==> src/cci_map.svh <==
// Purpose: offsets, field positions and reset values of the inquiry bank
// Assumes: byte offsets within the initial register space, quadlet aligned
// Notes: field positions use the bank's own numbering, bit 0 = quadlet msb
`ifndef CCI_MAP_SVH
`define CCI_MAP_SVH

// ***********************************************************************
// address layout
// ***********************************************************************
`define CCI_ADDR_W 12
`define CCI_OFF_BASIC 12'h400
`define CCI_OFF_FEAT_HI 12'h404
`define CCI_OFF_FEAT_LO 12'h408
`define CCI_OFF_OPT 12'h40c
`define CCI_OFF_GAP_LO 12'h410
`define CCI_OFF_GAP_HI 12'h47c
`define CCI_OFF_VENDOR_PTR 12'h480
`define CCI_OFF_PIO_PTR 12'h484
`define CCI_OFF_SIO_PTR 12'h488
`define CCI_OFF_FLASH_PTR 12'h48c

// ***********************************************************************
// field positions, msb-first numbering
// ***********************************************************************
`define CCI_POS_ADV 0
`define CCI_POS_VMODE_ERR 1
`define CCI_POS_FEAT_ERR 2
`define CCI_POS_OPT_BLOCK 3
`define CCI_POS_B_MODE 8
`define CCI_POS_POWER 16
`define CCI_POS_ONE_SHOT 19
`define CCI_POS_MULTI_SHOT 20
`define CCI_POS_MEM_CH 28
`define CCI_POS_F6_SIZE 16
`define CCI_POS_PARALLEL 1

// ***********************************************************************
// reset values
// ***********************************************************************
`define CCI_RDATA_RST 32'h0000_0000
`define CCI_HIT_RST 1'b0

`endif

==> src/cci_pkg.sv <==
// Purpose: types shared by the inquiry bank modules
// Assumes: cci_map.svh supplies the address width
// Notes: request and answer travel as packed structs
`include "cci_map.svh"

package cci_pkg;

    // ***********************************************************************
    // handshake carriers
    // ***********************************************************************
    typedef struct packed {
        logic valid;
        logic write;
        logic [`CCI_ADDR_W-1:0] addr;
        logic [31:0] wdata;
    } cci_req_t;

    typedef struct packed {
        logic valid;
        logic hit;
        logic [31:0] data;
    } cci_rsp_t;

    // ***********************************************************************
    // decode and state
    // ***********************************************************************
    typedef enum logic [3:0] {
        CCI_SEL_NONE = 4'h0,
        CCI_SEL_BASIC = 4'h1,
        CCI_SEL_FEAT_HI = 4'h2,
        CCI_SEL_FEAT_LO = 4'h3,
        CCI_SEL_OPT = 4'h4,
        CCI_SEL_VENDOR = 4'h5,
        CCI_SEL_PIO = 4'h6,
        CCI_SEL_SIO = 4'h7,
        CCI_SEL_FLASH = 4'h8
    } cci_sel_t;

    typedef enum logic [0:0] {
        CCI_ST_IDLE = 1'b0,
        CCI_ST_ANSWER = 1'b1
    } cci_state_t;

    typedef struct packed {
        cci_state_t state;
        logic hit;
        logic [31:0] rdata;
    } cci_regs_t;

endpackage

==> src/cci_inquiry_regs.sv <==
// Purpose: read-only capability inquiry bank of the camera
// Assumes: host quadlet reads arrive as one request at a time
// Notes: capability values are fixed by parameters at build time
`timescale 1ns/1ps
`default_nettype none
`include "cci_map.svh"

module cci_inquiry_regs #(
    parameter logic ADV_FEATURE_CAP = 1'b1,
    parameter logic VMODE_ERR_CAP = 1'b1,
    parameter logic FEAT_ERR_CAP = 1'b1,
    parameter logic B_MODE_CAP = 1'b0,
    parameter logic POWER_CAP = 1'b1,
    parameter logic ONE_SHOT_CAP = 1'b1,
    parameter logic MULTI_SHOT_CAP = 1'b1,
    parameter logic [3:0] MAX_MEM_CHANNEL = 4'h2,
    parameter logic [15:0] FEAT_HI_CAPS = 16'hffff,
    parameter logic [3:0] FEAT_LO_PTZ_CAPS = 4'h0,
    parameter logic [1:0] FEAT_LO_F6_CAPS = 2'h0,
    parameter logic PARALLEL_IO_CAP = 1'b1,
    parameter logic SERIAL_IO_CAP = 1'b1,
    parameter logic FLASH_OUT_CAP = 1'b1,
    parameter logic [31:0] VENDOR_PTR = 32'h0000_0000,
    parameter logic [31:0] PARALLEL_IO_PTR = 32'h0000_0000,
    parameter logic [31:0] SERIAL_IO_PTR = 32'h0000_0000,
    parameter logic [31:0] FLASH_OUT_PTR = 32'h0000_0000
) (
    input wire logic ref_clk,
    input wire logic rst,
    input wire cci_pkg::cci_req_t req,
    output logic req_ready,
    output cci_pkg::cci_rsp_t rsp
);

    // ***********************************************************************
    // flag words in msb-first order
    // ***********************************************************************
    logic [31:0] pos_basic;
    logic [31:0] pos_feat_hi;
    logic [31:0] pos_feat_lo;
    logic [31:0] pos_opt;
    logic [127:0] packed_words;
    logic [31:0] q_basic;
    logic [31:0] q_feat_hi;
    logic [31:0] q_feat_lo;
    logic [31:0] q_opt;
    logic optional_block_cap;

    // the optional block exists exactly when one of its functions does
    assign optional_block_cap = PARALLEL_IO_CAP | SERIAL_IO_CAP |
        FLASH_OUT_CAP;

    // basic functions; untouched positions stay reserved zero
    always_comb begin
        pos_basic = 32'h0000_0000;
        pos_basic[`CCI_POS_ADV] = ADV_FEATURE_CAP;
        pos_basic[`CCI_POS_VMODE_ERR] = VMODE_ERR_CAP;
        pos_basic[`CCI_POS_FEAT_ERR] = FEAT_ERR_CAP;
        pos_basic[`CCI_POS_OPT_BLOCK] = optional_block_cap;
        pos_basic[`CCI_POS_B_MODE] = B_MODE_CAP;
        pos_basic[`CCI_POS_POWER] = POWER_CAP;
        pos_basic[`CCI_POS_ONE_SHOT] = ONE_SHOT_CAP;
        pos_basic[`CCI_POS_MULTI_SHOT] = MULTI_SHOT_CAP;
        // channel count is a number: its msb sits at position 28
        for (int k = 0; k < 4; k++) begin
            pos_basic[`CCI_POS_MEM_CH + k] = MAX_MEM_CHANNEL[3-k];
        end
    end

    // feature presence; position i of the parameter is control i
    always_comb begin
        pos_feat_hi = 32'h0000_0000;
        pos_feat_hi[15:0] = FEAT_HI_CAPS;
        pos_feat_lo = 32'h0000_0000;
        pos_feat_lo[3:0] = FEAT_LO_PTZ_CAPS;
        pos_feat_lo[`CCI_POS_F6_SIZE +: 2] = FEAT_LO_F6_CAPS;
        pos_opt = 32'h0000_0000;
        pos_opt[`CCI_POS_PARALLEL] = PARALLEL_IO_CAP;
        pos_opt[`CCI_POS_PARALLEL + 1] = SERIAL_IO_CAP;
        pos_opt[`CCI_POS_PARALLEL + 2] = FLASH_OUT_CAP;
    end

    cci_quadlet_pack #(
        .N_WORDS(4)
    ) u_pack (
        .pos_bits({pos_opt, pos_feat_lo, pos_feat_hi, pos_basic}),
        .quadlets(packed_words)
    );

    assign q_basic = packed_words[31:0];
    assign q_feat_hi = packed_words[63:32];
    assign q_feat_lo = packed_words[95:64];
    assign q_opt = packed_words[127:96];

    // ***********************************************************************
    // address decode
    // ***********************************************************************
    cci_pkg::cci_sel_t sel;
    logic gap;

    cci_addr_decode u_dec (
        .addr(req.addr),
        .sel(sel),
        .gap(gap)
    );

    // ***********************************************************************
    // read mux
    // ***********************************************************************
    logic [31:0] read_word;

    // gap and unmapped offsets fall through to zero
    always_comb begin
        case (sel)
            cci_pkg::CCI_SEL_BASIC: read_word = q_basic;
            cci_pkg::CCI_SEL_FEAT_HI: read_word = q_feat_hi;
            cci_pkg::CCI_SEL_FEAT_LO: read_word = q_feat_lo;
            cci_pkg::CCI_SEL_OPT: read_word = q_opt;
            cci_pkg::CCI_SEL_VENDOR: read_word = VENDOR_PTR;
            cci_pkg::CCI_SEL_PIO: read_word = PARALLEL_IO_PTR;
            cci_pkg::CCI_SEL_SIO: read_word = SERIAL_IO_PTR;
            cci_pkg::CCI_SEL_FLASH: read_word = FLASH_OUT_PTR;
            default: read_word = 32'h0000_0000;
        endcase
    end

    // ***********************************************************************
    // request state
    // ***********************************************************************
    cci_pkg::cci_regs_t regs_ff;
    cci_pkg::cci_regs_t nxt_regs;
    logic accept;

    // one request in flight keeps the answer stable without a buffer
    assign req_ready = (regs_ff.state == cci_pkg::CCI_ST_IDLE);
    assign accept = req.valid && req_ready;

    // writes are answered but store nothing; their data reads zero
    always_comb begin
        nxt_regs = regs_ff;
        case (regs_ff.state)
            cci_pkg::CCI_ST_IDLE: begin
                if (accept) begin
                    nxt_regs.state = cci_pkg::CCI_ST_ANSWER;
                    nxt_regs.hit = (sel != cci_pkg::CCI_SEL_NONE) || gap;
                    nxt_regs.rdata = req.write ? 32'h0000_0000 :
                        read_word;
                end
            end
            cci_pkg::CCI_ST_ANSWER: begin
                nxt_regs.state = cci_pkg::CCI_ST_IDLE;
            end
            default: begin
                nxt_regs.state = cci_pkg::CCI_ST_IDLE;
            end
        endcase
    end

    // registered copy of the whole state
    always_ff @(posedge ref_clk) begin
        if (rst) begin
            regs_ff.state <= cci_pkg::CCI_ST_IDLE;
            regs_ff.hit <= `CCI_HIT_RST;
            regs_ff.rdata <= `CCI_RDATA_RST;
        end else begin
            regs_ff <= nxt_regs;
        end
    end

    // answer outputs straight from the state flops
    assign rsp.valid = (regs_ff.state == cci_pkg::CCI_ST_ANSWER);
    assign rsp.hit = regs_ff.hit;
    assign rsp.data = regs_ff.rdata;

    // reverse helper for the checks, kept apart from the pack module
    function automatic logic [15:0] rev16(input logic [15:0] v);
        for (int i = 0; i < 16; i++) begin
            rev16[15 - i] = v[i];
        end
    endfunction
endmodule
`default_nettype wire

==> src/cci_addr_decode.sv <==
// Purpose: map a byte offset onto one inquiry word
// Assumes: offsets are within the initial register space
// Notes: misaligned offsets select nothing
`timescale 1ns/1ps
`default_nettype none
`include "cci_map.svh"

module cci_addr_decode (
    input wire logic [`CCI_ADDR_W-1:0] addr,
    output cci_pkg::cci_sel_t sel,
    output logic gap
);

    // ***********************************************************************
    // decode
    // ***********************************************************************
    // a partial quadlet never matches a word, so it reads as zero
    always_comb begin
        sel = cci_pkg::CCI_SEL_NONE;
        if (addr[1:0] == 2'h0) begin
            case (addr)
                `CCI_OFF_BASIC: sel = cci_pkg::CCI_SEL_BASIC;
                `CCI_OFF_FEAT_HI: sel = cci_pkg::CCI_SEL_FEAT_HI;
                `CCI_OFF_FEAT_LO: sel = cci_pkg::CCI_SEL_FEAT_LO;
                `CCI_OFF_OPT: sel = cci_pkg::CCI_SEL_OPT;
                `CCI_OFF_VENDOR_PTR: sel = cci_pkg::CCI_SEL_VENDOR;
                `CCI_OFF_PIO_PTR: sel = cci_pkg::CCI_SEL_PIO;
                `CCI_OFF_SIO_PTR: sel = cci_pkg::CCI_SEL_SIO;
                `CCI_OFF_FLASH_PTR: sel = cci_pkg::CCI_SEL_FLASH;
                default: sel = cci_pkg::CCI_SEL_NONE;
            endcase
        end
    end

    // reserved window between the optional word and the vendor pointer
    assign gap = (addr >= `CCI_OFF_GAP_LO) && (addr <= `CCI_OFF_GAP_HI);

endmodule
`default_nettype wire

==> src/cci_quadlet_pack.sv <==
// Purpose: turn msb-first flag vectors into quadlets
// Assumes: input index i is field position i
// Notes: one instance serves every flag word
`timescale 1ns/1ps
`default_nettype none

module cci_quadlet_pack #(
    parameter int N_WORDS = 4
) (
    input wire logic [N_WORDS*32-1:0] pos_bits,
    output logic [N_WORDS*32-1:0] quadlets
);

    // ***********************************************************************
    // bit reversal per word
    // ***********************************************************************
    // position 0 lands on the quadlet msb
    for (genvar w = 0; w < N_WORDS; w++) begin : g_word
        for (genvar b = 0; b < 32; b++) begin : g_bit
            assign quadlets[w*32 + 31 - b] = pos_bits[w*32 + b];
        end
    end

endmodule
`default_nettype wire

==> config.mk <==
export PLATFORM = sky130hd
export DESIGN_NAME = cci_inquiry_regs
export DESIGN_NICKNAME = d
export VERILOG_FILES = /design/src/cci_pkg.sv /design/src/cci_inquiry_regs.sv /design/src/cci_addr_decode.sv /design/src/cci_quadlet_pack.sv
export VERILOG_INCLUDE_DIRS = /design/src
export SDC_FILE = /design/constraint.sdc
export NUM_CORES = 1
export LEC_CHECK = 0
export CORE_AREA = 2 2 39 41
export DETAILED_ROUTE_END_ITERATION = 8
export DIE_AREA = 0 0 41 43
export DONT_BUFFER_PORTS = 1
export GPL_TIMING_DRIVEN = 0
export PLACE_DENSITY = 0.57
export SLEW_MARGIN = 20
export SYNTH_ARGS = -nofsm -noshare
export SYNTH_HDL_FRONTEND = slang
export SYNTH_SLANG_ARGS = --single-unit
==> constraint.sdc <==
create_clock -name ref_clk -period 4.05 [get_ports ref_clk]
set_clock_uncertainty 0.2 [all_clocks]
set_input_delay 0.6075 -clock ref_clk [delete_from_list [all_inputs] [get_ports ref_clk]]
set_output_delay 0.6075 -clock ref_clk [all_outputs]
set_load 0.1 [all_outputs]
* Yosys cells after proc, flatten, opt, wreduce, memory -nomap -nowiden
Index checks and enable logic that the tools add are counted.
W data, S select, Z words.
** Word-level totals
- Register bits :: 34
- Input bits :: 48
- Output and inout bits :: 35
- Word-level logic and storage cells :: 29
** Operators by class
- Magnitude comparators :: 2
- Equality and inequality tests :: 11
- Multiplexer cells :: 6
- Bitwise logic cells :: 1
- Reduce and logical (&&, ||, !) cells :: 6
** Operators with widths (number)
- $eq A12 B11 Y1 const B :: 8
- $pmux W32 S3 :: 1
- $mux W34 :: 1
- $mux W32 :: 1
- $pmux W4 S8 :: 1
- $ge A12 B11 Y1 const B :: 1
- $le A12 B11 Y1 const B :: 1
- $eq A4 B1 Y1 const B :: 1
- $eq A4 B2 Y1 const B :: 1
- $eq A4 B3 Y1 const B :: 1
- $mux W4 :: 1
- $reduce_bool A4 Y1 :: 1
- $logic_and A1 B1 Y1 :: 2
- $logic_not A2 Y1 :: 1
- $pmux W1 S2 :: 1
- $reduce_and A2 Y1 :: 1
- $logic_or A1 B1 Y1 :: 1
- $not A1 Y1 :: 1

* Logic depth before layout (Yosys ltp)
Gate-level depths: netlist (run 1).
- Depth in word-level cells :: 8
- Depth in mapped cells :: 5
- Mapped depth without buffers :: 4

* Modules after synthesis
A second synthesis (run 1) with hierarchy kept.
** Unflattened totals
- Cell total of the unflattened synthesis :: 458
- Area, all modules :: 3834.9 um2
** Modules (own cells, without submodules)
- cci_inquiry_regs :: instances 1, cells an instance 315, area each 2760.1 um2, seq. area each 680.7 um2
- cci_quadlet_pack :: instances 1, cells an instance 128, area each 960.9 um2, seq. area each 0.0 um2
- cci_addr_decode :: instances 1, cells an instance 15, area each 113.9 um2, seq. area each 0.0 um2

* Worst setup path after synthesis (run 1)
Ideal clock, no wire load.
- Path type :: flip-flop to output port
- Start :: register regs_ff (netlist bit rsp[33])
- End :: output port req_ready
- Arrival time :: 1624 ps
- Data required time :: 3242 ps
- Path slack :: 1619 ps
- Stages on the path, launching flop included :: 2
- Path through :: dfxtp_1 -> inv_1
** Between the ends
- Cells in the longest elaborated chain, start to end :: 1
** RTL lines
- start, declared :: line cci_inquiry_regs.sv:130 : cci_pkg::cci_regs_t regs_ff;
- start signal, assigned :: line cci_inquiry_regs.sv:166 : regs_ff <= nxt_regs;
- $not A1 Y1 (no line)
- end, declared :: line cci_inquiry_regs.sv:31 : output logic req_ready,
No other way between the ends.

* Final worst setup path (run 1)
Same ends and word-level chain as after synthesis.

==> results of run 1 <==
## cell families after synthesis
logic type	after synthesis	share of synthesized area (%)
buf+inv	30	42.6
flops	6	23.4
simple gates	18	23.6
other cells	1	0.729
compound gates	7	9.73
## power breakdown
group	switching, mW	total (mW)	leakage, nW	internal [mW]
logic	0.0573	0.0687	0.243	0.0114
registers	0.00513	0.0650	0.0491	0.0599
clock network	0.0200	0.0534	0.0138	0.0334
total	0.0824	0.187	0.306	0.105
## cell usage in the layout (no fill, tap or decap)
master    instances
nand2_1           3
a32oi_1           2
dfxtp_2           1
nor3b_2           1
dfxtp_1           5
inv_1             1
a21oi_1           3
or4b_4            1
nand2b_1          2
nand4_1           1
buf_2             1
o211ai_1          1
nor2_1            6
nand4b_1          1
nor3_1            1
nand3b_1          1
nor4_4            1
conb_1           12
clkbuf_4          3
buf_4            28
o211a_1           1
## per-layer routing
metal / wire, µm / global-route usage, %
met3: 145 / 5.24
met1: 300 / 9.68
met4: 0 / 8.00
met5: 0 / 0
met2: 418 / 13.1
## cell type report
cell class                 count  area (µm²)  area share (%)
inverter                       1        3.75           0.626
buffer                        29         215            35.9
sequential                     6         121            20.3
tap                           16        20.0            3.34
multi-input combinational     37         216            36.1
clock buffer                   3        22.5            3.76
## worst register-to-register path, stage by stage (launching register included)
cell	delay, ns
dfxtp_1	0.64
nand2b_1	0.30
buf_2	0.18
nor4_4	0.30
nand4b_1	0.15
a21oi_1	0.15
## worst paths after layout
path	from	to	slack (ns)
setup / recovery	rsp[33]	req_ready	1.35
hold / removal	rst	rsp[27]	0.23
setup reg to reg	rsp[33]	rsp[27]	2.06
hold reg to reg	rsp[27]	rsp[27]	0.55
## Yosys cell counts (all sizes together)
master / number
a21oi: 3
a32oi: 2
buf: 29
conb: 1
dfxtp: 6
inv: 1
nand2: 3
nand2b: 2
nand3b: 1
nand4: 1
nand4b: 1
nor2: 6
nor3: 1
nor3b: 1
nor4: 1
o211a: 1
o211ai: 1
or4b: 1
==> impl_results.md, run 1 <==
* Layout cells sized above 1 at 47.4%
* Tmin final at 2.70 ns
* Clock sinks at 6
* Setup violators final at 0
* Die area at 0.00176 mm²
* Worst reg-to-reg path cell count at 5
* Nets at 126
* Required @ worst endpoint at 3.24 ns
* DRC violations left at 0
* Yosys warns at 0
* CTS max path bufs at 2
* CTS clk-pin slew, worst paths at 0.04 ns
* Sequential-to-total area share from yosys stat at 23.4%
* Worst hold stages at 1
* Vias per std cell at 4.18
* GRT Total Usage at 9.45%
* Largest net degree at the start of global routing at 14
* Cts bufs inserted at 3
* CP Capture Type: primary output
* Area leader, netlist: buf_4
* Placed Instance Area at 577 µm²
* TNS Setup at 0 ns
* Yosys cell types at 19
* Hold crit path type: input pin to register
* ANT cells at 0
* Post-DR wirelength/cell at 9.39 µm
* CTS root buf: clkbuf_4
* Skew-Pair Late Insertion Delay at 0.24 ns
* Core Box Area at 0.00138 mm²
* CP bufs+invs at 1
* CP Cell Sequence: inv_1
* DRT Wirelength at 864 µm
* Largest register FFs at 6
* CP top delay family: flip-flops
* Initial core utilization at 37.2%
* Syn-to-layout area delta at 16.5%
* CTS Hold Bufs at 0
* WS Path Type: register to primary output
* Post-synth top area share at 40.9%
* Count of port buffers added during placement at 0
* Fillers at 146
* Yosys reg bits at 6
* Pleak at 0.306 nW
* Max Slew Vio Count at 0
* Die W at 41 µm
* Post-CTS Setup Bufs at 0
* Worst Tran Pin Value at 1.05 ns
* 1st-pass router iterations at 2
* Hold Violations, Final at 0
* Fmax at 0.370 GHz
* Total power at 187 µW
* Worst setup margin at 1.35 ns
* Placed cells at 89
* Post-layout instance area at 599 µm²
* Setup crit start kind: register
* Die height at 43 µm
* Detailed router's first-iteration violation count at 1
* Max-cap violations at 0
* Final core utilization at 43.3%
* Via count at 385
* Global-route wire length before repair at 1.08 mm
* Antenna Nets Post-Route at 0
* Outcome: finished clean
* Maximum vdd drop at 0.132 mV
* Post-synthesis instance total at 62
* Cell depth of the worst setup path at 1
* Finished Layout Cells at 92
* Post-synthesis cell area at 514 µm²
* Io pins at 83
* RSZ-0062 raised after global routing: false
* Fin crit share at 66.8%
* CP max stage cell: dfxtp_1
* CTS tree: built
* Max incr delay on CP at 0.96 ns
* Final Wtd Congestion at 0.696
* Worst EP arrival at 1.90 ns
* Power Dens Cells at 312 mW/mm²
* Max_slew headroom at 29.7%
* Pre-CTS WS at 1.60 ns
* Initial antenna violation count at 0
* Number of H-tree levels at 1
* Synth top area cells: buf_4 41%, dfxtp_1 23%, nor2_1 4.4%, nor4_4 4.1%, a32oi_1 3.4%
* Grt ovf at 0
* Hold Worst Slack at 0.227 ns
* Row Count at 14
* Mean Syn Cell Area at 8.29 µm²
* Post-cts resize count at 0
* CP Max Fanout at 3
* Vias in the first global route at 295
Power figures use the tool's default switching activity.
==> inputs of run 2 (changes only) <==
--- a/config.mk
+++ b/config.mk
@@ -11,7 +11,7 @@
 export DIE_AREA = 0 0 41 43
 export DONT_BUFFER_PORTS = 1
 export GPL_TIMING_DRIVEN = 0
-export PLACE_DENSITY = 0.57
+export PLACE_DENSITY = 0.59
 export SLEW_MARGIN = 20
 export SYNTH_ARGS = -nofsm -noshare
 export SYNTH_HDL_FRONTEND = slang
==> constraint.sdc (replaced) <==
create_clock -name ref_clk -period 2.4 [get_ports ref_clk]
set_clock_uncertainty 0.2 [all_clocks]
set_input_delay 0.36 -clock ref_clk [delete_from_list [all_inputs] [get_ports ref_clk]]
set_output_delay 0.36 -clock ref_clk [all_outputs]
set_load 0.1 [all_outputs]
==> impl_results.md, run 2 (synthesis results as in run 1) <==
* Worst setup margin at 0.135 ns (-1.21 ns)
* Clock sinks at 6 (unchanged)
* Setup crit start kind: register
* Skew-Pair Late Insertion Delay at 0.24 ns (about the same)
* Largest register FFs at 6 (unchanged)
* Initial core utilization at 37.2% (unchanged)
* CP max stage cell: dfxtp_1
* Max incr delay on CP at 1.02 ns (+0.06 ns)
* Worst Tran Pin Value at 1.07 ns (+0.0131 ns)
* Hold crit path type: input pin to register
* Outcome: finished clean
* Tmin final at 2.27 ns
* Detailed router's first-iteration violation count at 1 (unchanged)
* CP Max Fanout at 5 (+2)
* Maximum vdd drop at 0.190 mV (+44%)
* DRT Wirelength at 837 µm (-3.1%)
* Placed cells at 89 (unchanged)
* CTS clk-pin slew, worst paths at 0.04 ns (about the same)
* Max_slew headroom at 28.8% (-0.88 points)
* Via count at 396 (+2.9%)
* Grt ovf at 0 (unchanged)
* Required @ worst endpoint at 1.84 ns (-1.40 ns)
* Vias per std cell at 4.26 (+1.8%)
* GRT Total Usage at 10.2% (+0.79 points)
* Nets at 127 (+0.79%)
* CP bufs+invs at 1 (unchanged)
* CP top delay family: flip-flops
* Row Count at 14 (unchanged)
* Pre-CTS WS at 0.194 ns (-1.40 ns)
* ANT cells at 0 (unchanged)
* Max Slew Vio Count at 0 (unchanged)
* Post-DR wirelength/cell at 9.00 µm (-4.2%)
* Initial antenna violation count at 0 (unchanged)
* Hold Worst Slack at 0.0943 ns (-0.133 ns)
* Power Dens Cells at 520 mW/mm² (+67%)
* Total power at 318 µW (+70%)
* Hold Violations, Final at 0 (unchanged)
* CTS max path bufs at 2 (unchanged)
* CTS tree: built
* Syn-to-layout area delta at 18.7%
* Global-route wire length before repair at 1.14 mm (+5.1%)
* Antenna Nets Post-Route at 0 (unchanged)
* Core Box Area at 0.00138 mm² (unchanged)
* Cts bufs inserted at 3 (unchanged)
* 1st-pass router iterations at 2 (unchanged)
* Post-detail-place hpwl at 697 µm
* Number of H-tree levels at 1 (unchanged)
* Io pins at 83 (unchanged)
* CP Capture Type: primary output
* Most frequent cells in the layout: 28 x buf_4, 12 x conb_1, 6 x nor2_1, 4 x dfxtp_1
* Final Wtd Congestion at 0.693 (-0.46%)
* Finished Layout Cells at 93 (+1.1%)
* Largest net degree at the start of global routing at 14 (unchanged)
* Die height at 43 µm (unchanged)
* WS Path Type: register to primary output
* Most common cell after layout, fill and taps aside: buf_4
* Pleak at 0.310 nW (+1.5%)
* DRC violations left at 0 (unchanged)
* Count of port buffers added during placement at 0 (unchanged)
* Vias in the first global route at 270 (-8.5%)
* Layout cells sized above 1 at 48.1% (+0.68 points)
* TNS Setup at 0 ns (unchanged)
* RSZ-0062 raised after global routing: false
* CP Cell Sequence: buf_4
* Fillers at 154 (+5.5%)
* CTS root buf: clkbuf_4
* Fin crit share at 94.4%
* Fmax at 0.441 GHz
* Worst EP arrival at 1.71 ns (-0.19 ns)
* Die W at 41 µm (unchanged)
* Die area at 0.00176 mm² (unchanged)
* Max-cap violations at 0 (unchanged)
* Setup violators final at 0 (unchanged)
[run 2: power breakdown]
part	leakage [nW]	total [mW]	internal [mW]	switching, mW
combinational	0.247	0.118	0.0203	0.0980
sequential	0.0494	0.110	0.101	0.00865
clock	0.0138	0.0893	0.0563	0.0329
[run 2: final cells by class]
class,count,area (µm²),share of cell area [%]
multi-input cells,37,216,35.5
plain buffers,29,215,35.2
flip-flops and latches,6,123,20.1
clock buffers,3,22.5,3.69
well taps,16,20.0,3.28
repair buffers,1,10.0,1.64
inverters,1,3.75,0.615
[run 2: per-layer routing]
metal	global-route usage, %	share of wire (%)
met1	9.32	34
met2	14.4	48
met3	6.28	17
met4	10.0	0.84
met5	0	0
[run 2: timing repair]
| item | in CTS | in global routing |
|---|---|---|
| resized for setup | 1 | 0 |
| buffers inserted | 0 | 0 |
| hold buffers | 1 | 0 |
| endpoints found under the setup margin | 1 | 0 |
| endpoints found under the hold margin | 6 | 0 |
[run 2: worst paths after layout]
path / startpoint / to / cells after the start / slack, ns
setup reg to reg: rsp[33] / rsp[27] / 5 / 0.67
hold reg to reg: rsp[27] / rsp[27] / 2 / 0.56
setup / recovery: rsp[15] / rsp[12] / 1 / 0.13
hold / removal: req[34] / rsp[27] / 2 / 0.09
[run 2: stage by stage]
stage	util (%)	cell area (µm²)
finish	44.1	611
global route	44.1	611
CTS	44.1	611
detailed placement	41.7	577
global placement	41.6	576
floorplan	-	556
==> inputs of run 3 (changes only) <==
--- a/config.mk
+++ b/config.mk
@@ -11,7 +11,6 @@
 export DIE_AREA = 0 0 41 43
 export DONT_BUFFER_PORTS = 1
 export GPL_TIMING_DRIVEN = 0
-export PLACE_DENSITY = 0.59
 export SLEW_MARGIN = 20
 export SYNTH_ARGS = -nofsm -noshare
 export SYNTH_HDL_FRONTEND = slang
==> impl_results.md, run 3 (synthesis results as in run 1) <==
* Setup violators final at 0 (unchanged)
* Vias per std cell at 4.20 (-1.3%)
* DRC violations left at 0 (unchanged)
* Worst hold stages at 2 (unchanged)
* Number of H-tree levels at 1 (unchanged)
* ANT cells at 0 (unchanged)
* Max-cap violations at 0 (unchanged)
* Cts bufs inserted at 3 (unchanged)
* Hold Violations, Final at 0 (unchanged)
* Worst reg-to-reg path cell count at 5 (unchanged)
* Most frequent cells in the layout: 28 x buf_4, 12 x conb_1, 6 x nor2_1, 4 x dfxtp_1
* Count of port buffers added during placement at 0 (unchanged)
* Largest register FFs at 6 (unchanged)
* CP bufs+invs at 1 (unchanged)
* Antenna Nets Post-Route at 0 (unchanged)
* CTS clk-pin slew, worst paths at 0.04 ns (about the same)
* Grt ovf at 0 (unchanged)
* Required @ worst endpoint at 1.84 ns (about the same)
* Vias in the first global route at 275 (+1.9%)
* Tmin final at 2.25 ns (-0.0193 ns)
* 1st-pass router iterations at 4 (+2)
* Core Box Area at 0.00138 mm² (unchanged)
* Layout cells sized above 1 at 48.1% (unchanged)
* CP Max Fanout at 5 (unchanged)
* Syn-to-layout area delta at 18.7% (unchanged)
* Global-route wire length before repair at 1.11 mm (-2.5%)
* Pleak at 0.310 nW (unchanged)
* WS Path Type: register to primary output
* Worst EP arrival at 1.69 ns (-0.02 ns)
* Most common cell after layout, fill and taps aside: buf_4
* Final core utilization at 44.1% (unchanged)
* Outcome: finished clean
* CTS root buf: clkbuf_4
* CP top delay family: flip-flops
* Flip-flop and latch area at 123 µm² (unchanged)
* Nets at 127 (unchanged)
* CTS tree: built
* Max Slew Vio Count at 0 (unchanged)
* Die area at 0.00176 mm² (unchanged)
* Row Count at 14 (unchanged)
* Fin crit share at 93.6% (-0.80 points)
* Setup crit start kind: register
* RSZ-0062 raised after global routing: false
* GRT Total Usage at 10.2% (-0.090 points)
* Die W at 41 µm (unchanged)
* Max_slew headroom at 30.0% (+1.2 points)
* TNS Setup at 0 ns (unchanged)
* DRT Wirelength at 853 µm (+1.9%)
* Initial antenna violation count at 0 (unchanged)
* Fillers at 149 (-3.2%)
* Power Dens Cells at 521 mW/mm² (+0.21%)
* Skew-Pair Late Insertion Delay at 0.24 ns (about the same)
* Detailed router's first-iteration violation count at 1 (unchanged)
* CP max stage cell: dfxtp_1
* Fmax at 0.445 GHz (+0.86%)
* Largest net degree at the start of global routing at 14 (unchanged)
* Io pins at 83 (unchanged)
* Total power at 318 µW (+0.21%)
* Max incr delay on CP at 1.01 ns (about the same)
* CTS max path bufs at 2 (unchanged)
* Worst Tran Pin Value at 1.05 ns (-0.0181 ns)
* Clock sinks at 6 (unchanged)
* Cell depth of the worst setup path at 1 (unchanged)
* Via count at 391 (-1.3%)
* CP Cell Sequence: buf_4
* Post-CTS Setup Bufs at 0 (unchanged)
* Final Wtd Congestion at 0.731 (+5.5%)
* Post-DR wirelength/cell at 9.17 µm (+1.9%)
* Die height at 43 µm (unchanged)
* Initial core utilization at 37.2% (unchanged)
* Hold crit path type: input pin to register
* Multi-input logic area at 216 µm² (unchanged)
* CP Capture Type: primary output
* Maximum vdd drop at 0.215 mV (+13%)
[run 3: cell counts in the layout (fill, tap and decap cells not counted)]
Identical to the previous run, type by type.
[run 3: where the power goes]
group	switching [mW]	total (mW)	internal, mW
registers	0.00863	0.110	0.101
logic	0.0982	0.119	0.0203
clock network	0.0334	0.0898	0.0564
[run 3: worst paths after layout]
check | start | to | slack [ns]
setup / recovery | rsp[15] | rsp[11] | 0.15
hold / removal | req[34] | rsp[27] | 0.09
setup reg to reg | rsp[33] | rsp[27] | 0.67
hold reg to reg | rsp[27] | rsp[27] | 0.56
[run 3: area by class of cell]
class,instances,share of cell area [%]
buffer,29,35.2
clock buffer,3,3.69
inverter,1,0.615
multi-input combinational,37,35.5
sequential,6,20.1
tap,16,3.28
timing repair buffer,1,1.64
[run 3: timing repair]
item | CTS | global route
hold buffers | 1 | 0
endpoints found under the hold margin | 6 | 0
resized for setup | 1 | 0
setup endpoints to repair | 1 | 0
[run 3: worst register-to-register path: stages, from the launching register on]
cell and delay (ns):
dfxtp_2 0.48, nand2b_1 0.22, buf_2 0.17, nor4_4 0.30, nand4b_1 0.14, a21oi_1 0.15
[run 3: through the flow]
stage | worst slack (ns) | cell area, µm² | hold slack (ns) | cells
after floorplan | 0.216 | 556 | 0.229 | 73
after global placement | 0.197 | 576 | 0.231 | 89
final | 0.154 | 611 | 0.0947 | 93
after detailed placement | 0.194 | 577 | 0.225 | 89
after global routing | 0.104 | 611 | 0.0725 | 93
after CTS | 0.140 | 611 | 0.0830 | 93
[run 3: routing by layer]
metal,part of all wire (%),wire length [µm],track usage (%)
met5,0,0,0
met4,0,0,8.00
met3,18,156,7.33
met2,44,375,12.8
met1,38,322,11.0
